### src/design/csr_pkg.sv
// Constants, types and register map of the core status, option and interrupt registers.
// Assumes one clock domain and a simple strobe register port from the core.
package csr_pkg;

    // Register offsets (8-bit file address, bank bit is address bit 7)
    localparam logic [7:0] OFF_STATUS_B0   = 8'h03;
    localparam logic [7:0] OFF_STATUS_B1   = 8'h83;
    localparam logic [7:0] OFF_INTCTL_B0   = 8'h0B;
    localparam logic [7:0] OFF_INTCTL_B1   = 8'h8B;
    localparam logic [7:0] OFF_OPTIONS     = 8'h81;
    localparam logic [7:0] OFF_PERIPH_EN   = 8'h8C;
    localparam logic [7:0] OFF_PERIPH_FLAG = 8'h0C;

    // Reset values
    localparam logic [7:0] RST_STATUS      = 8'hFF;
    localparam logic [7:0] RST_OPTIONS     = 8'hFF;
    localparam logic [7:0] RST_INTCTL      = 8'h00;
    localparam logic [7:0] RST_PERIPH_EN   = 8'h00;
    localparam logic [7:0] RST_PERIPH_FLAG = 8'h00;
    localparam logic [7:0] READ_ZERO       = 8'h00;

    // Status fields
    localparam int ST_CARRY    = 0;
    localparam int ST_NIBBLE   = 1;
    localparam int ST_ZERO     = 2;
    localparam int ST_SLEEP    = 3;
    localparam int ST_WDTEXP   = 4;
    localparam int ST_BANK     = 5;
    // Bits that only hardware may change through software writes
    localparam logic [7:0] ST_HW_ONLY_MASK = 8'h18;

    // Option fields
    localparam int OPT_RATE_LSB = 0;
    localparam int OPT_RATE_W   = 3;
    localparam int OPT_ASSIGN   = 3;
    localparam int OPT_EDGE     = 4;
    localparam int OPT_SOURCE   = 5;

    // Interrupt control fields
    localparam int IC_TIMER_FLAG = 2;
    localparam int IC_TIMER_EN   = 5;
    localparam int IC_PERIPH     = 6;
    localparam int IC_MASTER     = 7;

    // Peripheral enable / flag fields
    localparam int PF_COUNTER_OVF = 0;
    localparam int PF_CAPTURE     = 1;
    localparam int PF_PORT_CHANGE = 2;
    localparam int PF_SERIAL      = 3;
    localparam int PF_PUSHBUTTON  = 4;
    localparam int PF_WAKE        = 7;
    localparam logic [7:0] PF_IMPL_MASK = 8'h9F;

    // Timer rate code is one doubling above the watchdog rate code
    localparam logic [3:0] TIMER_SHIFT_BIAS = 4'h1;

    // ALU operation classes, one-hot
    typedef enum logic [4:0] {
        CSR_OP_ADD   = 5'b00001,
        CSR_OP_SUB   = 5'b00010,
        CSR_OP_LOGIC = 5'b00100,
        CSR_OP_ROTL  = 5'b01000,
        CSR_OP_ROTR  = 5'b10000
    } csr_aluop_e;

    typedef struct packed {
        logic [7:0] addr;
        logic [7:0] wdata;
        logic       wr;
        logic       rd;
    } csr_bus_s;

    // Logic ops and rotates carry their result or source in opA
    typedef struct packed {
        logic       valid;
        csr_aluop_e op;
        logic [7:0] opA;
        logic [7:0] opB;
    } csr_alu_s;

    typedef struct packed {
        logic wdtTimeout;
        logic sleepInstr;
        logic clrWdtInstr;
        logic timerOverflow;
    } csr_evt_s;

    typedef struct packed {
        logic       toWatchdog;
        logic [3:0] timerShift;
        logic [3:0] wdtShift;
        logic       fallingEdge;
        logic       externalSource;
    } csr_presc_s;

endpackage

### src/design/csr_core_regs.sv
// Core status, option, interrupt-control and peripheral enable/flag registers.
// Assumes the core drives instruction events and ALU results on clk_sys, one cycle each.
`timescale 1ns/1ps

module csr_core_regs
#(
    parameter int SYNC_STAGES = 3,
    parameter int CHANGE_PINS = 4
)
(
    // Clock and reset
    input  wire logic              clk_sys,
    input  wire logic              rstn,
    // Register port
    input  wire csr_pkg::csr_bus_s regBus,
    output logic [7:0]             regRdata,
    // Core events and ALU results
    input  wire csr_pkg::csr_alu_s aluResult,
    input  wire csr_pkg::csr_evt_s coreEvent,
    // Peripheral events, one pulse per flag bit
    input  wire logic [7:0]        periphEvent,
    // Pins
    input  wire logic              externalCounterPin,
    input  wire logic [CHANGE_PINS-1:0] portChangePins,
    // Direct addressing
    input  wire logic [6:0]        directAddr,
    output logic [7:0]             directAddrFull,
    // Status and configuration outputs
    output logic                   watchdogExpiryFlag,
    output logic                   sleepEnteredFlag,
    output csr_pkg::csr_presc_s    prescaleCfg,
    output logic                   counterTick,
    output logic                   irqRequest
);
    import csr_pkg::*;

    if (SYNC_STAGES != 3) begin : gChkSync
        $error("SYNC_STAGES must be 3");
    end
    if (CHANGE_PINS != 4) begin : gChkPins
        $error("CHANGE_PINS must be 4");
    end

    logic [7:0] status;
    logic [7:0] options;
    logic [7:0] intCtl;
    logic [7:0] periphEn;
    logic [7:0] periphFlag;

    logic       wrStatus;
    logic       wrIntCtl;
    logic       wrOptions;
    logic       wrPeriphEn;
    logic       wrPeriphFlag;

    always_comb
    begin
        wrStatus     = regBus.wr && (regBus.addr == OFF_STATUS_B0 || regBus.addr == OFF_STATUS_B1);
        wrIntCtl     = regBus.wr && (regBus.addr == OFF_INTCTL_B0 || regBus.addr == OFF_INTCTL_B1);
        wrOptions    = regBus.wr && (regBus.addr == OFF_OPTIONS);
        wrPeriphEn   = regBus.wr && (regBus.addr == OFF_PERIPH_EN);
        wrPeriphFlag = regBus.wr && (regBus.addr == OFF_PERIPH_FLAG);
    end

    // ALU flag computation
    logic [8:0] sum9;
    logic [4:0] sum5;
    logic [7:0] addB;
    logic       addCin;
    logic       updZero;
    logic       updNibble;
    logic       updCarry;
    logic       aluZero;
    logic       aluNibble;
    logic       aluCarry;

    always_comb
    begin
        addB      = (aluResult.op == CSR_OP_SUB) ? ~aluResult.opB : aluResult.opB;
        addCin    = (aluResult.op == CSR_OP_SUB);
        sum9      = {1'b0, aluResult.opA} + {1'b0, addB} + {8'h00, addCin};
        sum5      = {1'b0, aluResult.opA[3:0]} + {1'b0, addB[3:0]} + {4'h0, addCin};
        updZero   = 1'b0;
        updNibble = 1'b0;
        updCarry  = 1'b0;
        aluZero   = 1'b0;
        aluNibble = 1'b0;
        aluCarry  = 1'b0;
        case (aluResult.op)
            // Two's complement add: carry set means no borrow
            CSR_OP_ADD, CSR_OP_SUB:
            begin
                updZero   = aluResult.valid;
                updNibble = aluResult.valid;
                updCarry  = aluResult.valid;
                aluZero   = (sum9[7:0] == 8'h00);
                aluNibble = sum5[4];
                aluCarry  = sum9[8];
            end
            CSR_OP_LOGIC:
            begin
                updZero = aluResult.valid;
                aluZero = (aluResult.opA == 8'h00);
            end
            CSR_OP_ROTL:
            begin
                updCarry = aluResult.valid;
                aluCarry = aluResult.opA[7];
            end
            CSR_OP_ROTR:
            begin
                updCarry = aluResult.valid;
                aluCarry = aluResult.opA[0];
            end
            default: updZero = 1'b0;
        endcase
    end

    // Status: bank and spare bits from software, ALU flags, reset-cause flags
    logic [7:0] next_status;

    always_comb
    begin
        next_status = status;
        if (wrStatus)
        begin
            // Bits 7:6 stay plain storage; software is expected to keep them clear
            next_status = (regBus.wdata & ~ST_HW_ONLY_MASK) | (status & ST_HW_ONLY_MASK);
        end
        if (updZero)
            next_status[ST_ZERO] = aluZero;
        if (updNibble)
            next_status[ST_NIBBLE] = aluNibble;
        if (updCarry)
            next_status[ST_CARRY] = aluCarry;
        if (coreEvent.clrWdtInstr)
        begin
            next_status[ST_WDTEXP] = 1'b1;
            next_status[ST_SLEEP]  = 1'b1;
        end
        if (coreEvent.sleepInstr)
        begin
            next_status[ST_WDTEXP] = 1'b1;
            next_status[ST_SLEEP]  = 1'b0;
        end
        // A timeout beats a coincident clear; sleep flag is left alone
        if (coreEvent.wdtTimeout)
            next_status[ST_WDTEXP] = 1'b0;
    end

    always_ff @(posedge clk_sys or negedge rstn)
    begin
        if (!rstn)
        begin
            status <= RST_STATUS;
        end
        else
        begin
            status <= next_status;
        end
    end

    always_ff @(posedge clk_sys or negedge rstn)
    begin
        if (!rstn)
        begin
            options <= RST_OPTIONS;
        end
        else if (wrOptions)
        begin
            options <= regBus.wdata;
        end
    end

    // Interrupt control: timer flag set wins over a software clear
    always_ff @(posedge clk_sys or negedge rstn)
    begin
        if (!rstn)
        begin
            intCtl <= RST_INTCTL;
        end
        else
        begin
            if (wrIntCtl)
                intCtl <= regBus.wdata;
            if (coreEvent.timerOverflow)
                intCtl[IC_TIMER_FLAG] <= 1'b1;
        end
    end

    always_ff @(posedge clk_sys or negedge rstn)
    begin
        if (!rstn)
        begin
            periphEn <= RST_PERIPH_EN;
        end
        else if (wrPeriphEn)
        begin
            periphEn <= regBus.wdata & PF_IMPL_MASK;
        end
    end

    // Pin synchronisers: three stages, a change counts once stages two and three agree
    logic [SYNC_STAGES-1:0] cntSync;
    logic                   cntStable;
    logic                   cntChange;

    always_ff @(posedge clk_sys or negedge rstn)
    begin
        if (!rstn)
        begin
            cntSync   <= '0;
            cntStable <= 1'b0;
        end
        else
        begin
            cntSync <= {cntSync[SYNC_STAGES-2:0], externalCounterPin};
            if (cntSync[1] == cntSync[2])
                cntStable <= cntSync[2];
        end
    end

    assign cntChange = (cntSync[1] == cntSync[2]) && (cntSync[2] != cntStable);

    logic [CHANGE_PINS-1:0] pinChange;

    for (genvar i = 0; i < CHANGE_PINS; i++) begin : gPin
        logic [SYNC_STAGES-1:0] pinSync;
        logic                   pinStable;

        always_ff @(posedge clk_sys or negedge rstn)
        begin
            if (!rstn)
            begin
                pinSync   <= '0;
                pinStable <= 1'b0;
            end
            else
            begin
                pinSync <= {pinSync[SYNC_STAGES-2:0], portChangePins[i]};
                if (pinSync[1] == pinSync[2])
                    pinStable <= pinSync[2];
            end
        end

        // Stable state starts low, so a pin held high at reset reports one change
        assign pinChange[i] = (pinSync[1] == pinSync[2]) && (pinSync[2] != pinStable);
    end

    // Peripheral flags: events set, software write stores, set wins
    logic [7:0] periphSet;

    always_comb
    begin
        periphSet                 = periphEvent & PF_IMPL_MASK;
        periphSet[PF_PORT_CHANGE] = periphEvent[PF_PORT_CHANGE] | (|pinChange);
    end

    always_ff @(posedge clk_sys or negedge rstn)
    begin
        if (!rstn)
        begin
            periphFlag <= RST_PERIPH_FLAG;
        end
        else if (wrPeriphFlag)
        begin
            periphFlag <= (regBus.wdata & PF_IMPL_MASK) | periphSet;
        end
        else
        begin
            periphFlag <= periphFlag | periphSet;
        end
    end

    // Counter tick on the selected pin transition
    always_ff @(posedge clk_sys or negedge rstn)
    begin
        if (!rstn)
        begin
            counterTick <= 1'b0;
        end
        else
        begin
            counterTick <= cntChange && (cntSync[2] != options[OPT_EDGE]);
        end
    end

    // Prescaler routing and ratios as log2 of the divide
    always_ff @(posedge clk_sys or negedge rstn)
    begin
        if (!rstn)
        begin
            prescaleCfg <= '0;
        end
        else
        begin
            prescaleCfg.toWatchdog     <= options[OPT_ASSIGN];
            prescaleCfg.wdtShift       <= {1'b0, options[OPT_RATE_LSB +: OPT_RATE_W]};
            prescaleCfg.timerShift     <= {1'b0, options[OPT_RATE_LSB +: OPT_RATE_W]}
                                          + TIMER_SHIFT_BIAS;
            prescaleCfg.fallingEdge    <= options[OPT_EDGE];
            prescaleCfg.externalSource <= options[OPT_SOURCE];
        end
    end

    // Bank-extended direct address
    always_ff @(posedge clk_sys or negedge rstn)
    begin
        if (!rstn)
        begin
            directAddrFull <= 8'h00;
        end
        else
        begin
            directAddrFull <= {status[ST_BANK], directAddr};
        end
    end

    // Reset-cause flags for the core to decode
    assign watchdogExpiryFlag = status[ST_WDTEXP];
    assign sleepEnteredFlag   = status[ST_SLEEP];

    // Interrupt request, registered; a flag is seen one cycle after it is set
    logic timerTerm;
    logic periphTerm;

    always_comb
    begin
        timerTerm  = intCtl[IC_TIMER_EN] && intCtl[IC_TIMER_FLAG];
        periphTerm = intCtl[IC_PERIPH] && (|(periphFlag & periphEn));
    end

    always_ff @(posedge clk_sys or negedge rstn)
    begin
        if (!rstn)
        begin
            irqRequest <= 1'b0;
        end
        else
        begin
            irqRequest <= intCtl[IC_MASTER] && (timerTerm || periphTerm);
        end
    end

    // Read port: data one cycle after the strobe, zero otherwise
    always_ff @(posedge clk_sys or negedge rstn)
    begin
        if (!rstn)
        begin
            regRdata <= READ_ZERO;
        end
        else if (regBus.rd)
        begin
            case (regBus.addr)
                OFF_STATUS_B0, OFF_STATUS_B1: regRdata <= status;
                OFF_INTCTL_B0, OFF_INTCTL_B1: regRdata <= intCtl;
                OFF_OPTIONS:                  regRdata <= options;
                OFF_PERIPH_EN:                regRdata <= periphEn;
                OFF_PERIPH_FLAG:              regRdata <= periphFlag;
                default:                      regRdata <= READ_ZERO;
            endcase
        end
        else
        begin
            regRdata <= READ_ZERO;
        end
    end

endmodule // csr_core_regs

### config.mk
export PLATFORM = sky130hd
export DESIGN_NAME = csr_core_regs
export DESIGN_NICKNAME = d
export VERILOG_FILES = /design/src/design/csr_pkg.sv /design/src/design/csr_core_regs.sv
export SDC_FILE = /design/constraint.sdc
export NUM_CORES = 1
export LEC_CHECK = 0
export ABC_AREA = 1
export BUFFER_PORTS_ARGS = -buffer_cell sky130_fd_sc_hd__buf_2
export CELL_PAD_IN_SITES_DETAIL_PLACEMENT = 2
export CELL_PAD_IN_SITES_GLOBAL_PLACEMENT = 2
export CORE_ASPECT_RATIO = 2
export CORE_MARGIN = 10
export CORE_UTILIZATION = 34
export CTS_BUF_LIST = sky130_fd_sc_hd__clkbuf_16
export CTS_CLUSTER_SIZE = 30
export DETAILED_ROUTE_END_ITERATION = 8
export PLACE_DENSITY = 0.87
export SETUP_SLACK_MARGIN = 0.3
export SYNTH_ARGS = -nofsm -noshare
export SYNTH_HDL_FRONTEND = slang
export SYNTH_SLANG_ARGS = --single-unit
### constraint.sdc
create_clock -name clk_sys -period 1.9 [get_ports clk_sys]
set_clock_uncertainty 0.15 [all_clocks]
set_input_delay 0.19 -clock clk_sys [delete_from_list [all_inputs] [get_ports clk_sys]]
set_output_delay 0.19 -clock clk_sys [all_outputs]
set_load 0.02 [all_outputs]
==> results of run 1 <==
## area by class of cell
cell class	instances	area, µm²	area share
sequential	84	2120	0.378
multi-input combinational	268	1750	0.312
timing repair buffer	156	1060	0.190
inverter	62	238	0.0423
clock buffer	9	225	0.0401
tap	142	178	0.0316
clock inverter	6	33.8	0.00602
## routing by layer
layer  GRT usage  up-vias  wire length [µm]
li1            -     1685                 -
met1       0.195     1974              6460
met2       0.438      145             11300
met3      0.0382       60               802
met4       0.106        0              1040
met5           0        -                 0
## worst max path at each step
stage,start,endpoint,slack (ns),cells past startpoint
4_1_cts,aluResult[18],status[2],-0.06,12
3_3_place_gp,aluResult[19],status[2],-0.37,12
5_1_grt,aluResult[19],status[2],-0.35,17
3_5_place_dp,aluResult[19],status[2],-0.51,16
2_1_floorplan,aluResult[19],status[2],-0.11,11
6_report,aluResult[19],status[2],-0.23,16
## power breakdown
group	switching, W	internal (W)
sequential	0.0000799	0.00192
clock	0.000807	0.000869
combinational	0.000475	0.000319
## metrics by stage
step | TNS [ns] | power [W]
2_1_floorplan | -0.119 | 0.00230
3_3_place_gp | -0.888 | 0.00256
3_5_place_dp | -1.29 | 0.00261
4_1_cts | -0.0795 | 0.00429
5_1_grt | -0.628 | 0.00463
6_report | -0.376 | 0.00447
## repair_timing
item                                    4_1_cts  5_1_grt
endpoints found under the hold margin        63        0
endpoints found under the setup margin        4       28
hold buffers                                 28        0
gates cloned                                  0        0
resized for setup                            21       41
pin swaps                                    19       17
setup buffers                                 4        7
## logic make-up after synthesis
family	after synthesis	share of synthesized area
adder cells (fa/ha/maj)	11	0.0375
AO/OA/AOI/OAI	90	0.133
XOR/XNOR	10	0.0226
other	1	0.000968
buffers and inverters	66	0.0691
flip-flops	84	0.548
AND/OR/NAND/NOR	156	0.189
## sequential cells by signal (all words and copies together) (netlist names)
| register | cells |
|---|---|
| cntSync | 3 |
| options | 8 |
| cntStable | 1 |
| intCtl | 8 |
| counterTick | 1 |
| regRdata | 8 |
| periphEn | 6 |
| gPin.pinStable | 4 |
| prescaleCfg | 10 |
| irqRequest | 1 |
| status | 8 |
| gPin.pinSync | 12 |
| periphFlag | 6 |
| directAddrFull | 8 |
## cell usage after synthesis
master / number
a21boi_1: 1
a21o_1: 1
a21oi_1: 31
a22o_1: 3
a31oi_1: 6
buf_2: 1
buf_4: 1
buf_6: 2
conb_1: 1
dfrtp_1: 68
dfstp_2: 16
fa_1: 1
ha_1: 10
inv_1: 55
inv_2: 7
nand2_1: 83
nand2_2: 4
nand3_1: 12
nand3_2: 2
nand3b_1: 1
nand4_1: 7
nor2_1: 31
nor2_2: 1
nor2_4: 3
nor3_1: 6
nor3_4: 1
nor4_1: 2
nor4_4: 2
o211ai_1: 1
o21ai_0: 29
o21ai_1: 3
o21ai_2: 7
o21bai_1: 2
o22ai_1: 6
or2_2: 1
xnor2_1: 7
xor2_1: 3
## worst register-to-register path, stage by stage, from the launching register on
cell,delay [ns]
dfrtp_1,0.42
nand2_1,0.14
nand2_1,0.10
o21ai_0,0.17
nand3b_1,0.16
nor3_1,0.21
o211ai_1,0.13
==> impl_metrics.csv, run 1 <==
group,metric,value,unit
logic_synthesis,synth_nets,495,
routing,routedWlPerCell,26.9,µm
global_route,grt_usage,0.218,
routing,drc,0,
logic_synthesis,ys_seq_area_frac,0.548,
critical_path,cpPeakStageDelay,0.43,ns
logic_synthesis,synth_top_cells_by_area,"dfrtp_1, dfstp_2, nand2_1",
clock_network,cts-root-buf,"clkbuf_16",
run_status,status,"finished with violations",
clock_network,cts.sinks,84,
critical_path,r2r-end,"periphFlag[2]",
timing,max_freq,0.470,GHz
critical_path,slowest_stage,"fa_2",
logic_synthesis,ys_types,37,
global_route,first_global_vias,4521,
finish,drive_gt1_frac,0.385,
critical_path,ff2ff_path_depth,6,
routing,detail_route.first_pass.iterations,4,
pwr,power_leakage,2.79,nW
clock_network,htree_levels,3,
timing,fin_ws,-0.230,ns
finish,n_fill_cell,1143,
min_path,hold_path_class,"input pin to flip-flop",
timing,whs,-0.00405,ns
clock_network,cts_tree,"done",
placement,hpwl,11.5,mm
logic_synthesis,synthesis.area,0.00387,mm²
pwr,power_density,796,mW/mm²
global_route,antenna_found_initial,0,
timing,finalSetupViolCount,2,
placement,place_inst,673,
floorplanning,die_w,95.5,µm
finish,layout_common_cells,"buf_2, nand2_1, dfrtp_1",
critical_path,path_cells,"buf_6 > nor2_4 > nand3_4 > buf_6 > a21boi_4 > inv_2 > fa_2 > inv_2 > nand2_2 > nand4_1 > nand2_1 > inv_1 > nand3_1 > nor2_1 > nand3_1 > a21oi_1",
global_route,grt_max_degree,32,
placement,globalplace.congestion,0.874,
critical_path,worstPathRequired,2.04,ns
routing,wirelength,19.6,mm
critical_path,path_max_fanout,7,
critical_path,end_kind,"flip-flop",
critical_path,r2r_setup_slack,0.28,ns
critical_path,worstSetupPathType,"input pin to flip-flop",
floorplanning,start_util,0.345,
timing,final_max_slew_viol_count,0,
finish,fin_nets,658,
critical_path,r2r-start,"gPin[3].pinSync[1]",
clock_network,cts_buffers,9,
global_route,grt_overflow_total,0,
routing,vias,3864,
finish,final_util,0.501,
floorplanning,die_h,171,µm
routing,ant_nets,0,
logic_synthesis,syn_inst,418,
global_route,grt_pass1_wl,26.5,mm
critical_path,path_buf_inv,5,
run_status,violations,"negative hold slack, negative setup slack",
logic_synthesis,synth-warning-count,0,
logic_synthesis,synth_top_area_share,0.439,
routing,vias_per_cell,5.31,
job,drv_cap,0,
timing,rsz0062_at_grt,"yes",
timing,fin_crit_sh,1.12,
finish,final_area,0.00562,mm²
placement,dpl_cell_area,0.00471,mm²
min_path,hold_end,"intCtl[5]",
min_path,min_path_cells,3,
timing,period_needed,2.13,ns
min_path,worstHoldStart,"regBus[7]",
floorplanning,core_area,0.0112,mm²
timing,hold_violations,1,
floorplanning,ios,97,
finish,fin_cells,727,
finish,diodes,0,
finish,layout_commonest_cell,"buf_2",
finish,syn_to_final_growth,45.0,%
critical_path,crit_family,"simple AND/OR/NAND/NOR gates",
placement,numPortBuffers,93,
floorplanning,die-area,0.0163,mm²
logic_synthesis,avgSynthCellArea,9.27,µm²
clock_network,insertion_delay,0.36,ns
logic_synthesis,synth.largest_area_cell,"dfrtp_1",
clock_network,clk_pin_slew,0.07,ns
placement,place_ws,-0.508,ns
pwr,irDropWorstVdd,546,µV
logic_synthesis,yosys_register_bits,84,
critical_path,arrival,2.27,ns
floorplanning,fp-row-count,55,
clock_network,cts_max_path_buffers,2,
critical_path,crit_path_start_kind,"input pin",
routing,drt_iter0_markers,155,
Power figures use the tool's default switching activity.
==> inputs of run 2 (changes only) <==
CORE_MARGIN = unset   (was 10)
==> impl_metrics.csv, run 2 (same netlist as run 1, synthesis figures left out) <==
group,metric,value,unit
run_status,status,"finished with violations",
run_status,violations,"negative setup slack",
critical_path,path_depth,14,
floorplanning,die-area,0.0118,mm²
pwr,p_total,0.00463,W
global_route,grt_usage,0.313,
pwr,power_density,804,mW/mm²
routing,ant_nets,0,
global_route,grt_pass1_wl,26.8,mm
critical_path,r2r-start,"status[4]",
routing,drt_iter0_markers,145,
timing,fin_tns_setup,-0.302,ns
timing,finalSetupViolCount,2,
finish,drive_gt1_frac,0.408,
job,drv_cap,0,
timing,slew_headroom,0.627,
global_route,first_global_vias,4553,
timing,fin_crit_sh,1.09,
pwr,irDropWorstVdd,529,µV
min_path,min_path_cells,3,
critical_path,crit_family,"simple AND/OR/NAND/NOR gates",
finish,layout_common_cells,"buf_2, nand2_1, dfrtp_1",
pwr,netSwitchingPower,0.00135,W
routing,detail_route.first_pass.iterations,4,
finish,top_regs,"gPin.pinSync (12), prescaleCfg (10)",
routing,routedWlPerCell,25.3,µm
timing,hold_violations,0,
floorplanning,die_w,77.5,µm
global_route,antenna_found_initial,0,
critical_path,path_buf_inv,2,
pwr,power_leakage,2.81,nW
routing,vias,3828,
finish,final_area,0.00576,mm²
critical_path,crit_path_start_kind,"input pin",
finish,layout_commonest_cell,"buf_2",
placement,numPortBuffers,93,
pwr,p_comb_frac,0.188,
placement,globalplace.congestion,0.862,
critical_path,path_max_fanout,5,
floorplanning,die_h,153,µm
global_route,grt_overflow_total,0,
critical_path,cp-startpoint,"aluResult[19]",
timing,tightest_slew,0.559,ns
timing,rsz0062_at_grt,"yes",
pwr,internal-power,0.00328,W
routing,vias_per_cell,5.29,
global_route,grt_max_degree,57,
critical_path,r2r_setup_slack,0.39,ns
critical_path,ff2ff_path_depth,3,
floorplanning,core_area,0.0110,mm²
clock_network,cts_tree,"done",
finish,regMostFlops,"gPin.pinSync",
routing,wirelength,18.3,mm
clock_network,cts_max_path_buffers,2,
finish,syn_to_final_growth,48.8,%
critical_path,worstPathRequired,2.03,ns
clock_network,cts_buffers,9,
clock_network,insertion_delay,0.35,ns
finish,fin_nets,656,
pwr,p_clk_frac,0.381,
critical_path,path_common_cell,"nand2_4",
pwr,p_seq_frac,0.430,
clock_network,cts-root-buf,"clkbuf_16",
clock_network,cts.sinks,84,
min_path,hold_path_class,"input pin to flip-flop",
timing,fin_ws,-0.180,ns
critical_path,endpoint,"status[2]",
placement,dpl_cell_area,0.00472,mm²
clock_network,clk_pin_slew,0.06,ns
routing,drc,0,
placement,hpwl,10.3,mm
critical_path,path_cells,"buf_8 > nor2_4 > nand3_4 > buf_12 > xnor2_4 > ha_4 > nand2_4 > nand2_4 > o21bai_4 > xor2_2 > nand3_2 > nor2_2 > nand3_1 > a21oi_2",
timing,period_needed,2.08,ns
floorplanning,ios,97,
pwr,p_sw_frac,0.292,
critical_path,slowest_stage,"ha_4",
timing,max_freq,0.481,GHz
finish,diodes,0,
critical_path,cpPeakStageDelay,0.26,ns
critical_path,arrival,2.21,ns
critical_path,worstSetupPathType,"input pin to flip-flop",
critical_path,r2r-end,"status[4]",
clock_network,htree_levels,3,
floorplanning,fp-row-count,54,
floorplanning,start_util,0.352,
finish,largest_reg_flops,12,
critical_path,end_kind,"flip-flop",
timing,final_max_slew_viol_count,0,
run 2: power by group through the flow:
stage          logic [W]  registers (W)  clock network, W
2_1_floorplan   0.000276        0.00202                 0
3_3_place_gp    0.000555        0.00200                 0
3_5_place_dp    0.000605        0.00201                 0
4_1_cts         0.000708        0.00199           0.00175
5_1_grt         0.000929        0.00200           0.00184
6_report        0.000872        0.00199           0.00177
run 2: area by class of cell:
type	count	area, µm²
clock buffers	9	225
clock inverters	7	60.1
fillers	1147	5250
inverters	62	233
multi-input cells	268	1890
flip-flops and latches	84	2120
well taps	140	175
repair buffers	154	1060
run 2: per-stage QoR:
stage,setup WS (ns),hold slack [ns],instances,util
6_report,-0.180,0.0374,724,0.523
5_1_grt,-0.265,0.0515,724,0.523
4_1_cts,-0.108,0.0131,721,0.493
3_5_place_dp,-0.538,-0.00831,673,0.429
3_3_place_gp,-0.425,-0.0197,673,0.429
2_1_floorplan,-0.108,-0.256,418,-
run 2: worst min path at each step:
stage | endpoint | slack, ns | startpoint
finish | status[0] | 0.04 | aluResult[21]
global route | status[0] | 0.05 | aluResult[21]
CTS | status[0] | 0.01 | aluResult[21]
detailed placement | gPin[2].pinSync[2] | -0.008 | rstn
global placement | prescaleCfg[6] | -0.02 | rstn
floorplan | cntStable | -0.26 | rstn
run 2: tightest hold or removal path, cell delays in order:
cell and delay, ns:
buf_2 0.12, a21oi_1 0.08, nor2_1 0.10
run 2: what timing repair did:
action / in CTS / in global routing
resized for setup: 23 / 58
pin swaps: 11 / 30
hold buffers: 29 / 0
setup buffers: 3 / 3
setup endpoints to repair: 13 / 9
hold endpoints to repair: 58 / 0
run 2: per-layer routing:
metal	wire length, µm	vias to the layer above	part of all wire	global-route usage
met5	0	-	0	0
met4	1270	0	0.069	0.208
met3	637	67	0.035	0.0478
met2	10500	157	0.57	0.607
met1	5950	1923	0.32	0.289
li1	-	1681	-	-
==> inputs of run 3 (changes only) <==
clock period = 2.5 ns   (was 1.9 ns; I/O delays follow)
==> impl_metrics.csv, run 3 (same netlist as run 1, synthesis figures left out) <==
group,metric,value,unit
run_status,status,"finished with violations",
run_status,violations,"negative hold slack",
floorplanning,core_area,0.0110,mm²
floorplanning,die_w,77.5,µm
timing,final_max_slew_viol_count,0,
global_route,grt_overflow_total,0,
clock_network,cts_buffers,9,
critical_path,worstSetupPathType,"input pin to flip-flop",
critical_path,end_kind,"flip-flop",
min_path,hold_path_class,"input pin to flip-flop",
finish,n_fill_cell,1165,
pwr,p_total,0.00340,W
routing,drc,0,
global_route,grt_max_degree,52,
floorplanning,fp-row-count,54,
placement,numPortBuffers,93,
routing,ant_nets,0,
routing,vias,3668,
finish,fin_cells,696,
routing,detail_route.first_pass.iterations,4,
clock_network,cts_max_path_buffers,2,
critical_path,crit_path_start_kind,"input pin",
clock_network,clk_pin_slew,0.06,ns
placement,dpl_cell_area,0.00455,mm²
global_route,grt_pass1_wl,25.0,mm
finish,syn_to_final_growth,35.3,%
timing,hold_violations,1,
finish,regMostFlops,"gPin.pinSync",
pwr,power_density,649,mW/mm²
finish,final_area,0.00524,mm²
timing,whs,-0.00444,ns
finish,final_util,0.476,
clock_network,cts_tree,"done",
timing,slew_headroom,0.584,
finish,drive_gt1_frac,0.331,
routing,vias_per_cell,5.27,
routing,routedWlPerCell,23.5,µm
floorplanning,ios,97,
clock_network,cts-root-buf,"clkbuf_16",
critical_path,path_max_fanout,5,
clock_network,insertion_delay,0.36,ns
finish,fin_nets,628,
finish,diodes,0,
routing,wirelength,16.3,mm
placement,place_inst,652,
finish,ff_latch_area,0.00212,mm²
floorplanning,die_h,153,µm
clock_network,cts.sinks,84,
timing,rsz0062_at_grt,"yes",
placement,globalplace.congestion,0.839,
routing,drt_iter0_markers,156,
finish,top_regs,"gPin.pinSync (12), prescaleCfg (10)",
critical_path,worstPathRequired,2.63,ns
finish,layout_commonest_cell,"buf_2",
timing,max_freq,0.457,GHz
global_route,first_global_vias,4362,
timing,tightest_slew,0.618,ns
finish,largest_reg_flops,12,
pwr,power_leakage,2.61,nW
timing,period_needed,2.19,ns
pwr,irDropWorstVdd,718,µV
clock_network,htree_levels,3,
floorplanning,start_util,0.352,
placement,hpwl,9.60,mm
job,drv_cap,0,
global_route,antenna_found_initial,0,
floorplanning,die-area,0.0118,mm²
critical_path,arrival,2.32,ns
timing,finalSetupViolCount,0,
finish,layout_common_cells,"buf_2, nand2_1, dfrtp_1",
global_route,grt_usage,0.288,
timing,fin_crit_sh,0.875,
finish,multiInputGateArea,0.00163,mm²
run 3: worst paths after layout:
kind	startpoint	end	slack [ns]	cells after the start
max reg2reg	status[3]	status[3]	1.03	3
min in group asynchronous	rstn	gPin[0].pinSync[1]	0.25	2
min	regBus[3]	status[1]	-0.004	3
max	aluResult[18]	status[0]	0.31	15
min reg2reg	gPin[2].pinSync[0]	gPin[2].pinSync[1]	0.20	0
max in group asynchronous	rstn	options[6]	1.23	3
run 3: where the power goes:
group	internal [W]	switching, W
Sequential	0.00146	0.0000546
Clock	0.000762	0.000605
Combinational	0.000202	0.000318
run 3: timing repair:
item / in CTS / in global routing
setup endpoints to repair: 2 / 2
resized for setup: 5 / 29
endpoints found under the hold margin: 46 / 0
pin swaps: 1 / 17
setup buffers: 0 / 6
gates cloned: 1 / 0
hold buffers: 21 / 0
run 3: layout make-up:
class / instances / share of cell area
flip-flops and latches: 84 / 0.405
multi-input cells: 269 / 0.310
repair buffers: 125 / 0.153
inverters: 62 / 0.0449
clock buffers: 9 / 0.0430
well taps: 140 / 0.0334
clock inverters: 7 / 0.0112
run 3: critical path, stage by stage:
cell	delay, ns
buf_8	0.10
nor2_4	0.17
nand3_4	0.18
xnor2_2	0.23
ha_1	0.30
nand2_1	0.11
nand2_1	0.10
nand2_2	0.09
nand3_2	0.10
a21oi_2	0.19
nor2_1	0.06
nor2_1	0.11
nor2_1	0.05
nor3_1	0.19
nor2_1	0.06
run 3: layer usage:
metal	part of all wire	track usage	vias up
li1	-	-	1630
met4	0.050	0.164	0
met3	0.033	0.0501	57
met2	0.57	0.554	131
met5	0	0	-
met1	0.34	0.278	1850
run 3: metrics by stage:
| step | setup slack [ns] | TNS [ns] |
|---|---|---|
| after floorplan | 0.324 | 0 |
| after global placement | -0.0804 | -0.0804 |
| after detailed placement | -0.191 | -0.264 |
| after CTS | 0.304 | 0 |
| after global routing | 0.207 | 0 |
| final | 0.313 | 0 |
